===== config.mk =====
export PLATFORM = sky130hd
export DESIGN_NAME = qspm_core
export DESIGN_NICKNAME = d
export VERILOG_FILES = /design/src/include/qspm_pkg.sv /design/src/design/qspm_core.sv /design/src/design/qspm_pin_sync.sv
export SDC_FILE = /design/constraint.sdc
export NUM_CORES = 2
export LEC_CHECK = 0
export BUFFER_PORTS_ARGS = -buffer_cell sky130_fd_sc_hd__buf_2
export CORE_MARGIN = 1.5
export CORE_UTILIZATION = 55
export DETAILED_ROUTE_END_ITERATION = 7
export MAX_ROUTING_LAYER = met4
export PLACE_DENSITY = 0.79
export RECOVER_POWER = 50
export SLEW_MARGIN = 20
export SYNTH_ARGS = -nofsm -noshare
export SYNTH_HDL_FRONTEND = slang
export SYNTH_SLANG_ARGS = --single-unit

===== constraint.sdc =====
create_clock -name I_CLK -period 4.6 [get_ports I_CLK]
set_input_delay 0.69 -clock I_CLK [delete_from_list [all_inputs] [get_ports I_CLK]]
set_output_delay 0.69 -clock I_CLK [all_outputs]
set_load 0.005 [all_outputs]

===== src/include/qspm_pkg.sv =====
// Purpose: shared constants, state enum and helpers of the queued serial port
// Assumes: one 250 MHz system clock, synchronous active-low reset
// Notes:   command byte layout and idle levels are fixed here

package qspm_pkg;

  // clock period in ns, for reference
  localparam int CLK_PERIOD_NS = 4;

  // queue geometry
  localparam int QDEPTH  = 16;
  localparam int PTR_W   = 4;
  localparam int WORD_W  = 16;
  localparam int CMD_W   = 8;

  // command byte fields
  localparam int CMD_PCS_LSB = 0;
  localparam int CMD_PCS_W   = 4;
  localparam int CMD_LEN_SEL = 4;
  localparam int CMD_DLY_SEL = 5;

  // ram segment selects on the software port
  localparam logic [1:0] SEG_CMD = 2'h0;
  localparam logic [1:0] SEG_TX  = 2'h1;
  localparam logic [1:0] SEG_RX  = 2'h2;

  // reset and limit values
  localparam logic [3:0] PTR_RESET   = 4'h0;
  localparam logic [3:0] LEN_CODE_16 = 4'h0;
  localparam logic [4:0] LEN_DEFAULT = 5'h08;
  localparam logic [4:0] LEN_MAX     = 5'h10;
  localparam logic [7:0] BAUD_MIN    = 8'h02;
  localparam logic [6:0] DLY_MIN     = 7'h01;
  localparam logic [3:0] PCS_IDLE    = 4'hF;

  // sequencer states
  typedef enum logic [2:0] {
    ST_IDLE,
    ST_LOAD,
    ST_LEAD,
    ST_SHIFT,
    ST_DONE,
    ST_STOP
  } qspm_state_t;

  // length code to bit count; reserved codes fall back to eight
  function automatic logic [4:0] qspm_len_decode(input logic [3:0] code);
    logic [4:0] n;
    n = LEN_DEFAULT;
    if (code == LEN_CODE_16) begin
      n = LEN_MAX;
    end else if (code[3]) begin
      n = {2'h1, code[2:0]};
    end
    return n;
  endfunction

endpackage


===== src/design/qspm_core.sv =====
// Purpose: queued serial port, master and slave, with 16-entry ram queue
// Assumes: control bits are static while enabled, except queue pointers
// Notes:   all pins pass three-stage sync; pin outputs other than the clock lag one clock
//
// How it works
// RL1: ram holds 16 command, transmit, receive entries
// RL2: load pointer, run, record completed, increment
// RL3: end match sets finished, stops unless wrap
// RL4: start and end pointers reset to zero
// RL5: start write redirects after current transfer
// RL6: zero start and end gives one transfer
// RL7: master select picks queue master or slave
// RL8: slave drives no chip selects, auto-advances
// RL9: select input in master sets mode fault
// RL10: software arbitrates, disables port after fault
// RL11: phase and polarity pick drive, latch edges
// RL12: msb first, eight to sixteen bits
// RL13: open drain makes all pins wired-or
// RL14: serial clock is clock over twice divider
// RL15: divider below two holds clock idle
// RL16: delay bit waits delay field clocks
// RL17: no delay bit waits half clock period
// RL18: length bit picks default or length field
// RL19: length code zero is sixteen, 1xxx eight-fifteen
// RL20: master drives clock and mosi, samples miso
// RL21: software fills queue before enabling master
// RL22: receive word right-justified, upper bits zero
// RL23: irq follows finished flag when enabled
// RL24: entry copied before shifting starts

module qspm_core
  import qspm_pkg::*;
(
  // clock and reset
  input  wire logic        I_CLK,
  input  wire logic        I_RESETN,
  // configuration
  input  wire logic        I_PORT_ENABLE,
  input  wire logic        I_MASTER_SELECT,
  input  wire logic        I_CLOCK_PHASE_SELECT,
  input  wire logic        I_CLOCK_POLARITY_SELECT,
  input  wire logic        I_OPEN_DRAIN_SELECT,
  input  wire logic        I_WRAP_ENABLE,
  input  wire logic        I_QUEUE_FINISHED_IRQ_ENABLE,
  input  wire logic [7:0]  I_BAUD_DIVIDER,
  input  wire logic [3:0]  I_LENGTH_FIELD,
  input  wire logic [6:0]  I_CS_TO_CLOCK_DELAY,
  // queue pointer writes and flag clear
  input  wire logic        I_START_PTR_WE,
  input  wire logic [3:0]  I_QUEUE_START_POINTER,
  input  wire logic        I_END_PTR_WE,
  input  wire logic [3:0]  I_QUEUE_END_POINTER,
  input  wire logic        I_FLAG_CLEAR,
  // ram access
  input  wire logic        I_RAM_WE,
  input  wire logic [1:0]  I_RAM_SEL,
  input  wire logic [3:0]  I_RAM_INDEX,
  input  wire logic [15:0] I_RAM_WDATA,
  output logic      [15:0] O_RAM_RDATA,
  // status
  output logic      [3:0]  O_QUEUE_START_POINTER,
  output logic      [3:0]  O_QUEUE_END_POINTER,
  output logic      [3:0]  O_COMPLETED_ENTRY_POINTER,
  output logic             O_QUEUE_FINISHED_FLAG,
  output logic             O_MODE_FAULT_FLAG,
  output logic             O_IRQ,
  output logic             O_BUSY,
  // serial pins
  input  wire logic        I_SCK_IN,
  output logic             O_SCK_OUT,
  output logic             O_SCK_OE,
  input  wire logic        I_MOSI_IN,
  output logic             O_MOSI_OUT,
  output logic             O_MOSI_OE,
  input  wire logic        I_MISO_IN,
  output logic             O_MISO_OUT,
  output logic             O_MISO_OE,
  input  wire logic        I_SLAVE_SELECT_N,
  output logic      [3:0]  O_PCS_OUT,
  output logic      [3:0]  O_PCS_OE
);

  // whole block state
  typedef struct packed {
    qspm_state_t                   st;
    logic [QDEPTH-1:0][CMD_W-1:0]  cmd;
    logic [QDEPTH-1:0][WORD_W-1:0] tx;
    logic [QDEPTH-1:0][WORD_W-1:0] rx;
    logic [PTR_W-1:0]              start_ptr;
    logic [PTR_W-1:0]              end_ptr;
    logic [PTR_W-1:0]              wptr;
    logic [PTR_W-1:0]              cpt;
    logic                          pend;
    logic                          fin;
    logic                          mode_fault_flag;
    logic                          irq;
    logic                          busy;
    logic [CMD_W-1:0]              cur_cmd;
    logic [WORD_W-1:0]             tx_word;
    logic [WORD_W-1:0]             rx_word;
    logic [4:0]                    len;
    logic [3:0]                    bit_idx;
    logic [5:0]                    edge_cnt;
    logic [7:0]                    cnt;
    logic                          sck_lvl;
    logic                          sck_prev;
    logic [WORD_W-1:0]             rdata;
    logic [6:0]                    pin_out;
    logic [6:0]                    pin_oe;
  } qspm_regs_t;

  qspm_regs_t q;  // registered state
  qspm_regs_t d;  // next state

  // filtered pins
  logic [3:0] filt;
  logic       sck_f;
  logic       mosi_f;
  logic       miso_f;
  logic       ssn_f;

  // pin synchroniser, select idles high
  qspm_pin_sync #(
    .W   (4),
    .RST (4'hF)
  ) u_sync (
    .i_clk    (I_CLK),
    .i_resetn (I_RESETN),
    .i_pin    ({I_SCK_IN, I_MOSI_IN, I_MISO_IN, I_SLAVE_SELECT_N}),
    .o_filt   (filt)
  );

  assign {sck_f, mosi_f, miso_f, ssn_f} = filt;

  // combinational helpers
  logic       master;     // enabled as master
  logic       slv_sel;    // enabled slave, selected
  logic       ev;         // one serial clock edge
  logic       lead;       // edge is the leading one
  logic [7:0] lead_tgt;   // clocks before first edge
  logic [6:0] val;        // pin values before open drain
  logic [6:0] oe;         // pin enables before open drain
  logic       rx_bit;     // incoming data bit

  // next-state logic
  always_comb begin
    d        = q;
    master   = I_PORT_ENABLE && I_MASTER_SELECT;
    slv_sel  = I_PORT_ENABLE && !I_MASTER_SELECT && !ssn_f;
    ev       = 1'b0;
    lead     = !q.edge_cnt[0];
    rx_bit   = I_MASTER_SELECT ? miso_f : mosi_f;
    lead_tgt = I_BAUD_DIVIDER;
    d.sck_prev = sck_f;

    // RL1 software ram writes
    if (I_RAM_WE && I_RAM_SEL == SEG_CMD) begin
      d.cmd[I_RAM_INDEX] = I_RAM_WDATA[CMD_W-1:0];
    end else if (I_RAM_WE && I_RAM_SEL == SEG_TX) begin
      d.tx[I_RAM_INDEX] = I_RAM_WDATA;
    end
    // registered read port
    unique case (I_RAM_SEL)
      SEG_CMD: d.rdata = {8'h00, q.cmd[I_RAM_INDEX]};
      SEG_TX:  d.rdata = q.tx[I_RAM_INDEX];
      SEG_RX:  d.rdata = q.rx[I_RAM_INDEX];
      default: d.rdata = 16'h0000;
    endcase

    // RL5 start write redirects
    if (I_START_PTR_WE) begin
      d.start_ptr = I_QUEUE_START_POINTER;
      if (q.st == ST_IDLE || q.st == ST_STOP) begin
        d.wptr = I_QUEUE_START_POINTER;
      end else begin
        d.pend = 1'b1;
      end
    end
    if (I_END_PTR_WE) begin
      d.end_ptr = I_QUEUE_END_POINTER;
    end

    // flag clear, any set below wins
    if (I_FLAG_CLEAR) begin
      d.fin  = 1'b0;
      d.mode_fault_flag = 1'b0;
    end
    // RL9 select while master faults
    if (master && !ssn_f) begin
      d.mode_fault_flag = 1'b1;
    end

    // edge source: baud tick or slave clock
    if (q.st == ST_SHIFT) begin
      if (I_MASTER_SELECT) begin
        // RL14 modulus baud counter
        if (I_BAUD_DIVIDER >= BAUD_MIN) begin
          if (q.cnt >= I_BAUD_DIVIDER - 8'h01) begin
            d.cnt = 8'h00;
            ev    = 1'b1;
          end else begin
            d.cnt = q.cnt + 8'h01;
          end
        end
      end else begin
        ev = (sck_f != q.sck_prev);
      end
    end

    // sequencer
    unique case (q.st)
      ST_IDLE: begin
        d.sck_lvl = I_CLOCK_POLARITY_SELECT;
        // RL7 master runs, slave waits select
        if (master || slv_sel) begin
          d.st = ST_LOAD;
        end
      end
      ST_LOAD: begin
        // RL24 copy entry before shifting
        d.cur_cmd = q.cmd[q.wptr];
        d.tx_word = q.tx[q.wptr];
        d.rx_word = '0;
        // RL18 default or programmed length
        if (I_MASTER_SELECT && !q.cmd[q.wptr][CMD_LEN_SEL]) begin
          d.len = LEN_DEFAULT;
        end else begin
          // RL19 length code decode
          d.len = qspm_len_decode(I_LENGTH_FIELD);
        end
        d.bit_idx  = d.len[3:0] - 4'h1;
        d.edge_cnt = '0;
        d.cnt      = 8'h00;
        d.st       = I_MASTER_SELECT ? ST_LEAD : ST_SHIFT;
      end
      ST_LEAD: begin
        // RL16 programmed select-to-clock delay
        if (q.cur_cmd[CMD_DLY_SEL]) begin
          lead_tgt = {1'b0, (I_CS_TO_CLOCK_DELAY < DLY_MIN) ? DLY_MIN
                                                             : I_CS_TO_CLOCK_DELAY};
          // RL17 half period delay
        end else if (I_BAUD_DIVIDER < BAUD_MIN) begin
          // RL15 stalled, clock held idle
          lead_tgt = 8'hFF;
        end
        if (q.cnt + 8'h01 >= lead_tgt && lead_tgt != 8'hFF) begin
          // preload so the first edge falls in the first shift cycle
          d.cnt = I_BAUD_DIVIDER - 8'h01;
          d.st  = ST_SHIFT;
        end else if (lead_tgt != 8'hFF) begin
          d.cnt = q.cnt + 8'h01;
        end
      end
      ST_SHIFT: begin
        if (!I_MASTER_SELECT && ssn_f) begin
          // early deselect, same entry next time
          d.st = ST_IDLE;
        end else if (ev) begin
          // RL11 phase picks latch edge
          if (lead ^ I_CLOCK_PHASE_SELECT) begin
            d.rx_word[q.bit_idx] = rx_bit;
          // RL12 msb first, step down
          end else if (q.edge_cnt != '0 && q.bit_idx != 4'h0) begin
            d.bit_idx = q.bit_idx - 4'h1;
          end
          if (I_MASTER_SELECT) begin
            d.sck_lvl = !q.sck_lvl;
          end
          d.edge_cnt = q.edge_cnt + 6'h01;
          if (q.edge_cnt == {q.len, 1'b0} - 6'h01) begin
            d.st = ST_DONE;
          end
        end
      end
      ST_DONE: begin
        // RL22 right-justified receive word
        d.rx[q.wptr] = q.rx_word;
        // RL2 record completed, advance
        d.cpt  = q.wptr;
        d.wptr = q.pend ? q.start_ptr : q.wptr + 4'h1;
        d.pend = 1'b0;
        d.st   = I_MASTER_SELECT ? ST_LOAD : ST_IDLE;
        // RL3 RL6 end of queue
        if (q.wptr == q.end_ptr) begin
          d.fin  = 1'b1;
          d.wptr = q.start_ptr;
          if (!I_WRAP_ENABLE) begin
            d.st = ST_STOP;
          end
        end
      end
      ST_STOP: begin
        d.sck_lvl = I_CLOCK_POLARITY_SELECT;
      end
      default: d.st = ST_IDLE;
    endcase

    // disabling the port stops everything
    if (!I_PORT_ENABLE) begin
      d.st      = ST_IDLE;
      d.sck_lvl = I_CLOCK_POLARITY_SELECT;
    end

    // RL23 interrupt follows flag
    d.irq  = d.fin && I_QUEUE_FINISHED_IRQ_ENABLE;
    d.busy = (d.st != ST_IDLE) && (d.st != ST_STOP);

    // RL20 master drives clock, mosi
    // clock pin comes from next state, so it lags one flop less than the selects
    val[0] = d.sck_lvl;
    oe[0]  = master;
    val[1] = q.tx_word[q.bit_idx];
    oe[1]  = master;
    // slave answers on miso when selected
    val[2] = q.tx_word[q.bit_idx];
    oe[2]  = slv_sel;
    // RL8 chip selects only in master
    val[6:3] = (q.st == ST_LEAD || q.st == ST_SHIFT || q.st == ST_DONE)
               ? q.cur_cmd[CMD_PCS_LSB +: CMD_PCS_W] : PCS_IDLE;
    oe[6:3]  = {CMD_PCS_W{master}};
    // RL13 wired-or open drain
    if (I_OPEN_DRAIN_SELECT) begin
      d.pin_out = '0;
      d.pin_oe  = oe & ~val;
    end else begin
      d.pin_out = val;
      d.pin_oe  = oe;
    end
  end

  // RL4 state register, pointers reset zero
  always_ff @(posedge I_CLK) begin
    if (!I_RESETN) begin
      q <= qspm_regs_t'('0);
    end else begin
      q <= d;
    end
  end

  // outputs straight from flops
  assign O_RAM_RDATA               = q.rdata;
  assign O_QUEUE_START_POINTER     = q.start_ptr;
  assign O_QUEUE_END_POINTER       = q.end_ptr;
  assign O_COMPLETED_ENTRY_POINTER = q.cpt;
  assign O_QUEUE_FINISHED_FLAG     = q.fin;
  assign O_MODE_FAULT_FLAG         = q.mode_fault_flag;
  assign O_IRQ                     = q.irq;
  assign O_BUSY                    = q.busy;
  assign {O_PCS_OUT, O_MISO_OUT, O_MOSI_OUT, O_SCK_OUT} = q.pin_out;
  assign {O_PCS_OE, O_MISO_OE, O_MOSI_OE, O_SCK_OE}     = q.pin_oe;
endmodule


===== src/design/qspm_pin_sync.sv =====
// Purpose: three-stage pin synchroniser with agreement filter
// Assumes: inputs asynchronous to i_clk
// Notes:   output follows only when stages two and three agree

module qspm_pin_sync #(
  parameter int              W   = 4,
  parameter logic [W-1:0]    RST = '1
) (
  // clock and reset
  input  wire logic         i_clk,
  input  wire logic         i_resetn,
  // pins in, filtered out
  input  wire logic [W-1:0] i_pin,
  output logic      [W-1:0] o_filt
);

  // all synchroniser state
  typedef struct packed {
    logic [W-1:0] s1;
    logic [W-1:0] s2;
    logic [W-1:0] s3;
    logic [W-1:0] f;
  } qspm_sync_t;

  qspm_sync_t q;  // registered state
  qspm_sync_t d;  // next state

  // stage one feeds only stage two
  always_comb begin
    d    = q;
    d.s1 = i_pin;
    d.s2 = q.s1;
    d.s3 = q.s2;
    for (int i = 0; i < W; i++) begin
      if (q.s2[i] == q.s3[i]) begin
        d.f[i] = q.s3[i];
      end
    end
  end

  // register with constant reset
  always_ff @(posedge i_clk) begin
    if (!i_resetn) begin
      q <= {RST, RST, RST, RST};
    end else begin
      q <= d;
    end
  end

  assign o_filt = q.f;

endmodule


==> flow_metrics.py <==
metrics = {
    "clocking": {
        "clk_latency_ns": 0.64,
        "clock-sinks": 771,
        "clk_pin_slew_ns": 0.06,
        "cts_setup_buffers": 0,
        "cts_tree": "built",
        "cts_buffers": 78,
        "h-tree-depth": 3,
        "root_buffer": "clkbuf_16",
        "cts_resized": 0,
        "clk_path_buf_depth": 3,
        "hold_buffers": 0,
    },
    "sta": {
        "period_minus_slack_ns": 3.783,
        "skew_ns": 0.02603,
        "layout_setup_ws_ns": 0.8169,
        "setup_viol": 0,
        "rsz0062_at_grt": "false",
        "finalHoldViolations": 0,
        "tns_ns": 0,
        "period_share": 0.8224,
        "tightestPinTransition_ns": 2.321,
        "timing.fmax_mhz": 264.3,
        "hold_slack_ns": 0.2421,
        "slew_headroom": -0.5473,
        "slew_violations": 52,
    },
    "global_routing": {
        "grt_antenna_before_repair": 3,
        "grt_pass1_vias": 30091,
        "grt_pass1_wl_um": 173400,
        "grt_max_degree": 122,
        "grt_overflow": 0,
        "grt_usage": 0.3278,
    },
    "pwr": {
        "power.leakage_nw": 13.13,
        "p_per_area_nw_per_um2": 348.5,
        "finalPower_mw": 14.05,
        "vdd_drop_max_v": 0.0003368,
    },
    "synthesis": {
        "synth-main-ff-cell": "dfxtp_1",
        "ys_ff_latch": 771,
        "syn_area_um2": 37120,
        "avgSynthCellArea_um2": 9.086,
        "synth_cell_types": 78,
        "synth_nets": 4178,
        "yosysWarnings": 0,
        "synthCells": 4085,
        "yosysSeqAreaShare": 0.4158,
        "synth_enable_flop_cells": 0,
        "ys_async_sr_fraction": 0,
    },
    "floorplan": {
        "initial_utilization": 0.5537,
        "io_pins": 112,
        "fp.dieH_um": 262.8,
        "die_area_um2": 69060,
        "core_area_um2": 67040,
        "rows": 95,
        "die_w_um": 262.8,
    },
    "detailed_routing": {
        "drc_errors": 3,
        "num_vias": 31807,
        "drt-vias-per-instance": 6.538,
        "dr.pass1.iters": 8,
        "drt_iter0_drc": 4214,
        "wire_per_inst_um": 22.92,
        "wirelength_um": 111500,
        "detail-route-antenna-nets": 0,
    },
    "finish": {
        "mostFrequentLayoutCells": "966 x nand2_1, 768 x dfxtp_1, 668 x a21oi_1",
        "layout-drive-gt1-share": 0.1680,
        "final_nets": 4022,
        "fill_cells": 5516,
        "area_growth_pct": 8.613,
        "final_common_cell": "nand2_1",
    },
    "worst_setup_path": {
        "crit_fanout": 89,
        "worst_ep_required_time_ns": 5.10,
        "critPathKind": "input port to flop",
        "end_kind": "flop",
        "cp.arrival_ns": 4.29,
        "timing.rr.start": "q[105]",
        "start_kind": "input port",
        "ff2ff_path_depth": 11,
        "r2r_slack_ns": 0.89,
        "r2r_end": "q[48]",
    },
    "placed_design": {
        "dpl.hpwl_um": 67570,
        "place.gp.congestion": 0.9125,
        "io_buffers": 111,
        "post-place-ws_ns": 0.6235,
    },
    "hold_path": {
        "hp-start": "I_MISO_IN",
        "hold_path_class": "input port to flop",
        "hold_depth": 2,
        "min_to": "u_sync.d[9]",
    },
    "outcome": {
        "run_status": "finished, violations left",
        "violations": "design-rule violations, max-capacitance violations, max-slew violations",
    },
    "flow_run": {
        "maxCapViolCount": 1,
    },
}
[sequential cells by signal, indices dropped and copies added, names as in the netlist]
| signal | cells |
|---|---|
| O_SCK_OE | 1 |
| u_sync.d | 8 |
| u_sync.q | 4 |
| O_QUEUE_START_POINTER | 4 |
| O_COMPLETED_ENTRY_POINTER | 4 |
| O_BUSY | 1 |
| O_MOSI_OE | 1 |
| q | 710 |
| O_QUEUE_END_POINTER | 4 |
| O_MODE_FAULT_FLAG | 1 |
| O_MISO_OUT | 1 |
| u_sync.o_filt | 4 |
| O_MISO_OE | 1 |
| O_IRQ | 1 |
| O_RAM_RDATA | 16 |
| O_PCS_OUT | 4 |
| O_PCS_OE | 4 |
| O_QUEUE_FINISHED_FLAG | 1 |
| O_SCK_OUT | 1 |
[synth_stat cells (5+ instances only)]
| cell type | instances | area share |
|---|---|---|
| a21oi_1 | 668 | 0.090 |
| clkbuf_2 | 9 | 0.0012 |
| and2_1 | 8 | 0.0013 |
| clkbuf_1 | 286 | 0.029 |
| a22oi_1 | 21 | 0.0042 |
| o21ai_0 | 28 | 0.0038 |
| inv_1 | 18 | 0.0018 |
| mux4_2 | 312 | 0.19 |
| nand2b_1 | 23 | 0.0039 |
| a31oi_1 | 5 | 0.00084 |
| xnor2_1 | 16 | 0.0038 |
| dfxtp_1 | 771 | 0.42 |
| nor2_1 | 143 | 0.014 |
| nand3_1 | 352 | 0.047 |
| or2_2 | 14 | 0.0024 |
| or3_1 | 10 | 0.0017 |
| nor3_1 | 20 | 0.0027 |
| mux2i_1 | 80 | 0.022 |
| buf_4 | 42 | 0.0085 |
| o22ai_1 | 10 | 0.0017 |
| ha_1 | 27 | 0.0091 |
| nor2b_1 | 21 | 0.0035 |
| nand2_1 | 966 | 0.098 |
| o311ai_0 | 15 | 0.0035 |
| a211oi_1 | 6 | 0.0012 |
| xor2_1 | 9 | 0.0021 |
| buf_2 | 69 | 0.0093 |
| o31ai_1 | 6 | 0.0012 |
| buf_1 | 31 | 0.0031 |
| nor4_1 | 6 | 0.0010 |
| nand4_1 | 11 | 0.0019 |
[how the worst max path moves through the flow]
stage	from	slack, ns	cells past startpoint	to
floorplan	I_BAUD_DIVIDER[1]	0.87	13	q[38]
global placement	I_BAUD_DIVIDER[0]	0.65	13	q[46]
detailed placement	I_BAUD_DIVIDER[0]	0.62	13	q[46]
CTS	I_BAUD_DIVIDER[0]	1.22	13	q[45]
global route	I_RESETN	0.57	5	O_RAM_RDATA[5]
finish	I_RESETN	0.82	5	O_RAM_RDATA[5]
[through the flow]
step                      instance area, um^2    util  instances
final                                   40310  0.6014       4865
after global routing                    40310  0.6014       4865
after CTS                               40360  0.6020       4862
after detailed placement                37800  0.5639       4722
after global placement                  37800  0.5639       4722
after floorplan                         37120       -       4085
[worst max-delay path: stages]
cell,delay (ns)
buf_2,0.07
clkbuf_1,1.63
inv_8,0.64
buf_2,0.73
a21oi_1,0.44
[metal layers]
metal	vias up	track usage	share of wire
li1	14074	-	-
met1	15288	0.4157	0.37
met2	2028	0.5069	0.47
met3	417	0.07131	0.11
met4	0	0.1419	0.046
met5	-	-	0
[power by group]
group / internal [mW] / leakage, nW / switching [mW] / total (mW)
Sequential: 6.71 / 6.22 / 0.0421 / 6.75
Combinational: 0.270 / 5.66 / 0.598 / 0.868
Clock: 3.72 / 1.25 / 2.71 / 6.43
[area by class of cell]
class	count	area [um^2]	share of cell area
antenna	3	7.507	0.0001862
clock buffer	125	2342	0.05810
clock inverter	15	209.0	0.005183
inverter	21	86.33	0.002141
multi-input combinational	2852	19750	0.4898
sequential	771	15440	0.3830
tap	873	1092	0.02709
timing repair buffer	205	1389	0.03445
[kinds of logic after synthesis]
kind of cell / Yosys count / synth area share
adders and majority gates: 27 / 0.009101
buffers and inverters: 462 / 0.05430
AOI/OAI and AO/OA: 805 / 0.1189
xor gates and xnor gates: 25 / 0.005899
DFF: 771 / 0.4158
and+or+nand+nor: 1600 / 0.1842
muxes: 395 / 0.2118
(Power assumes the default switching activity.)
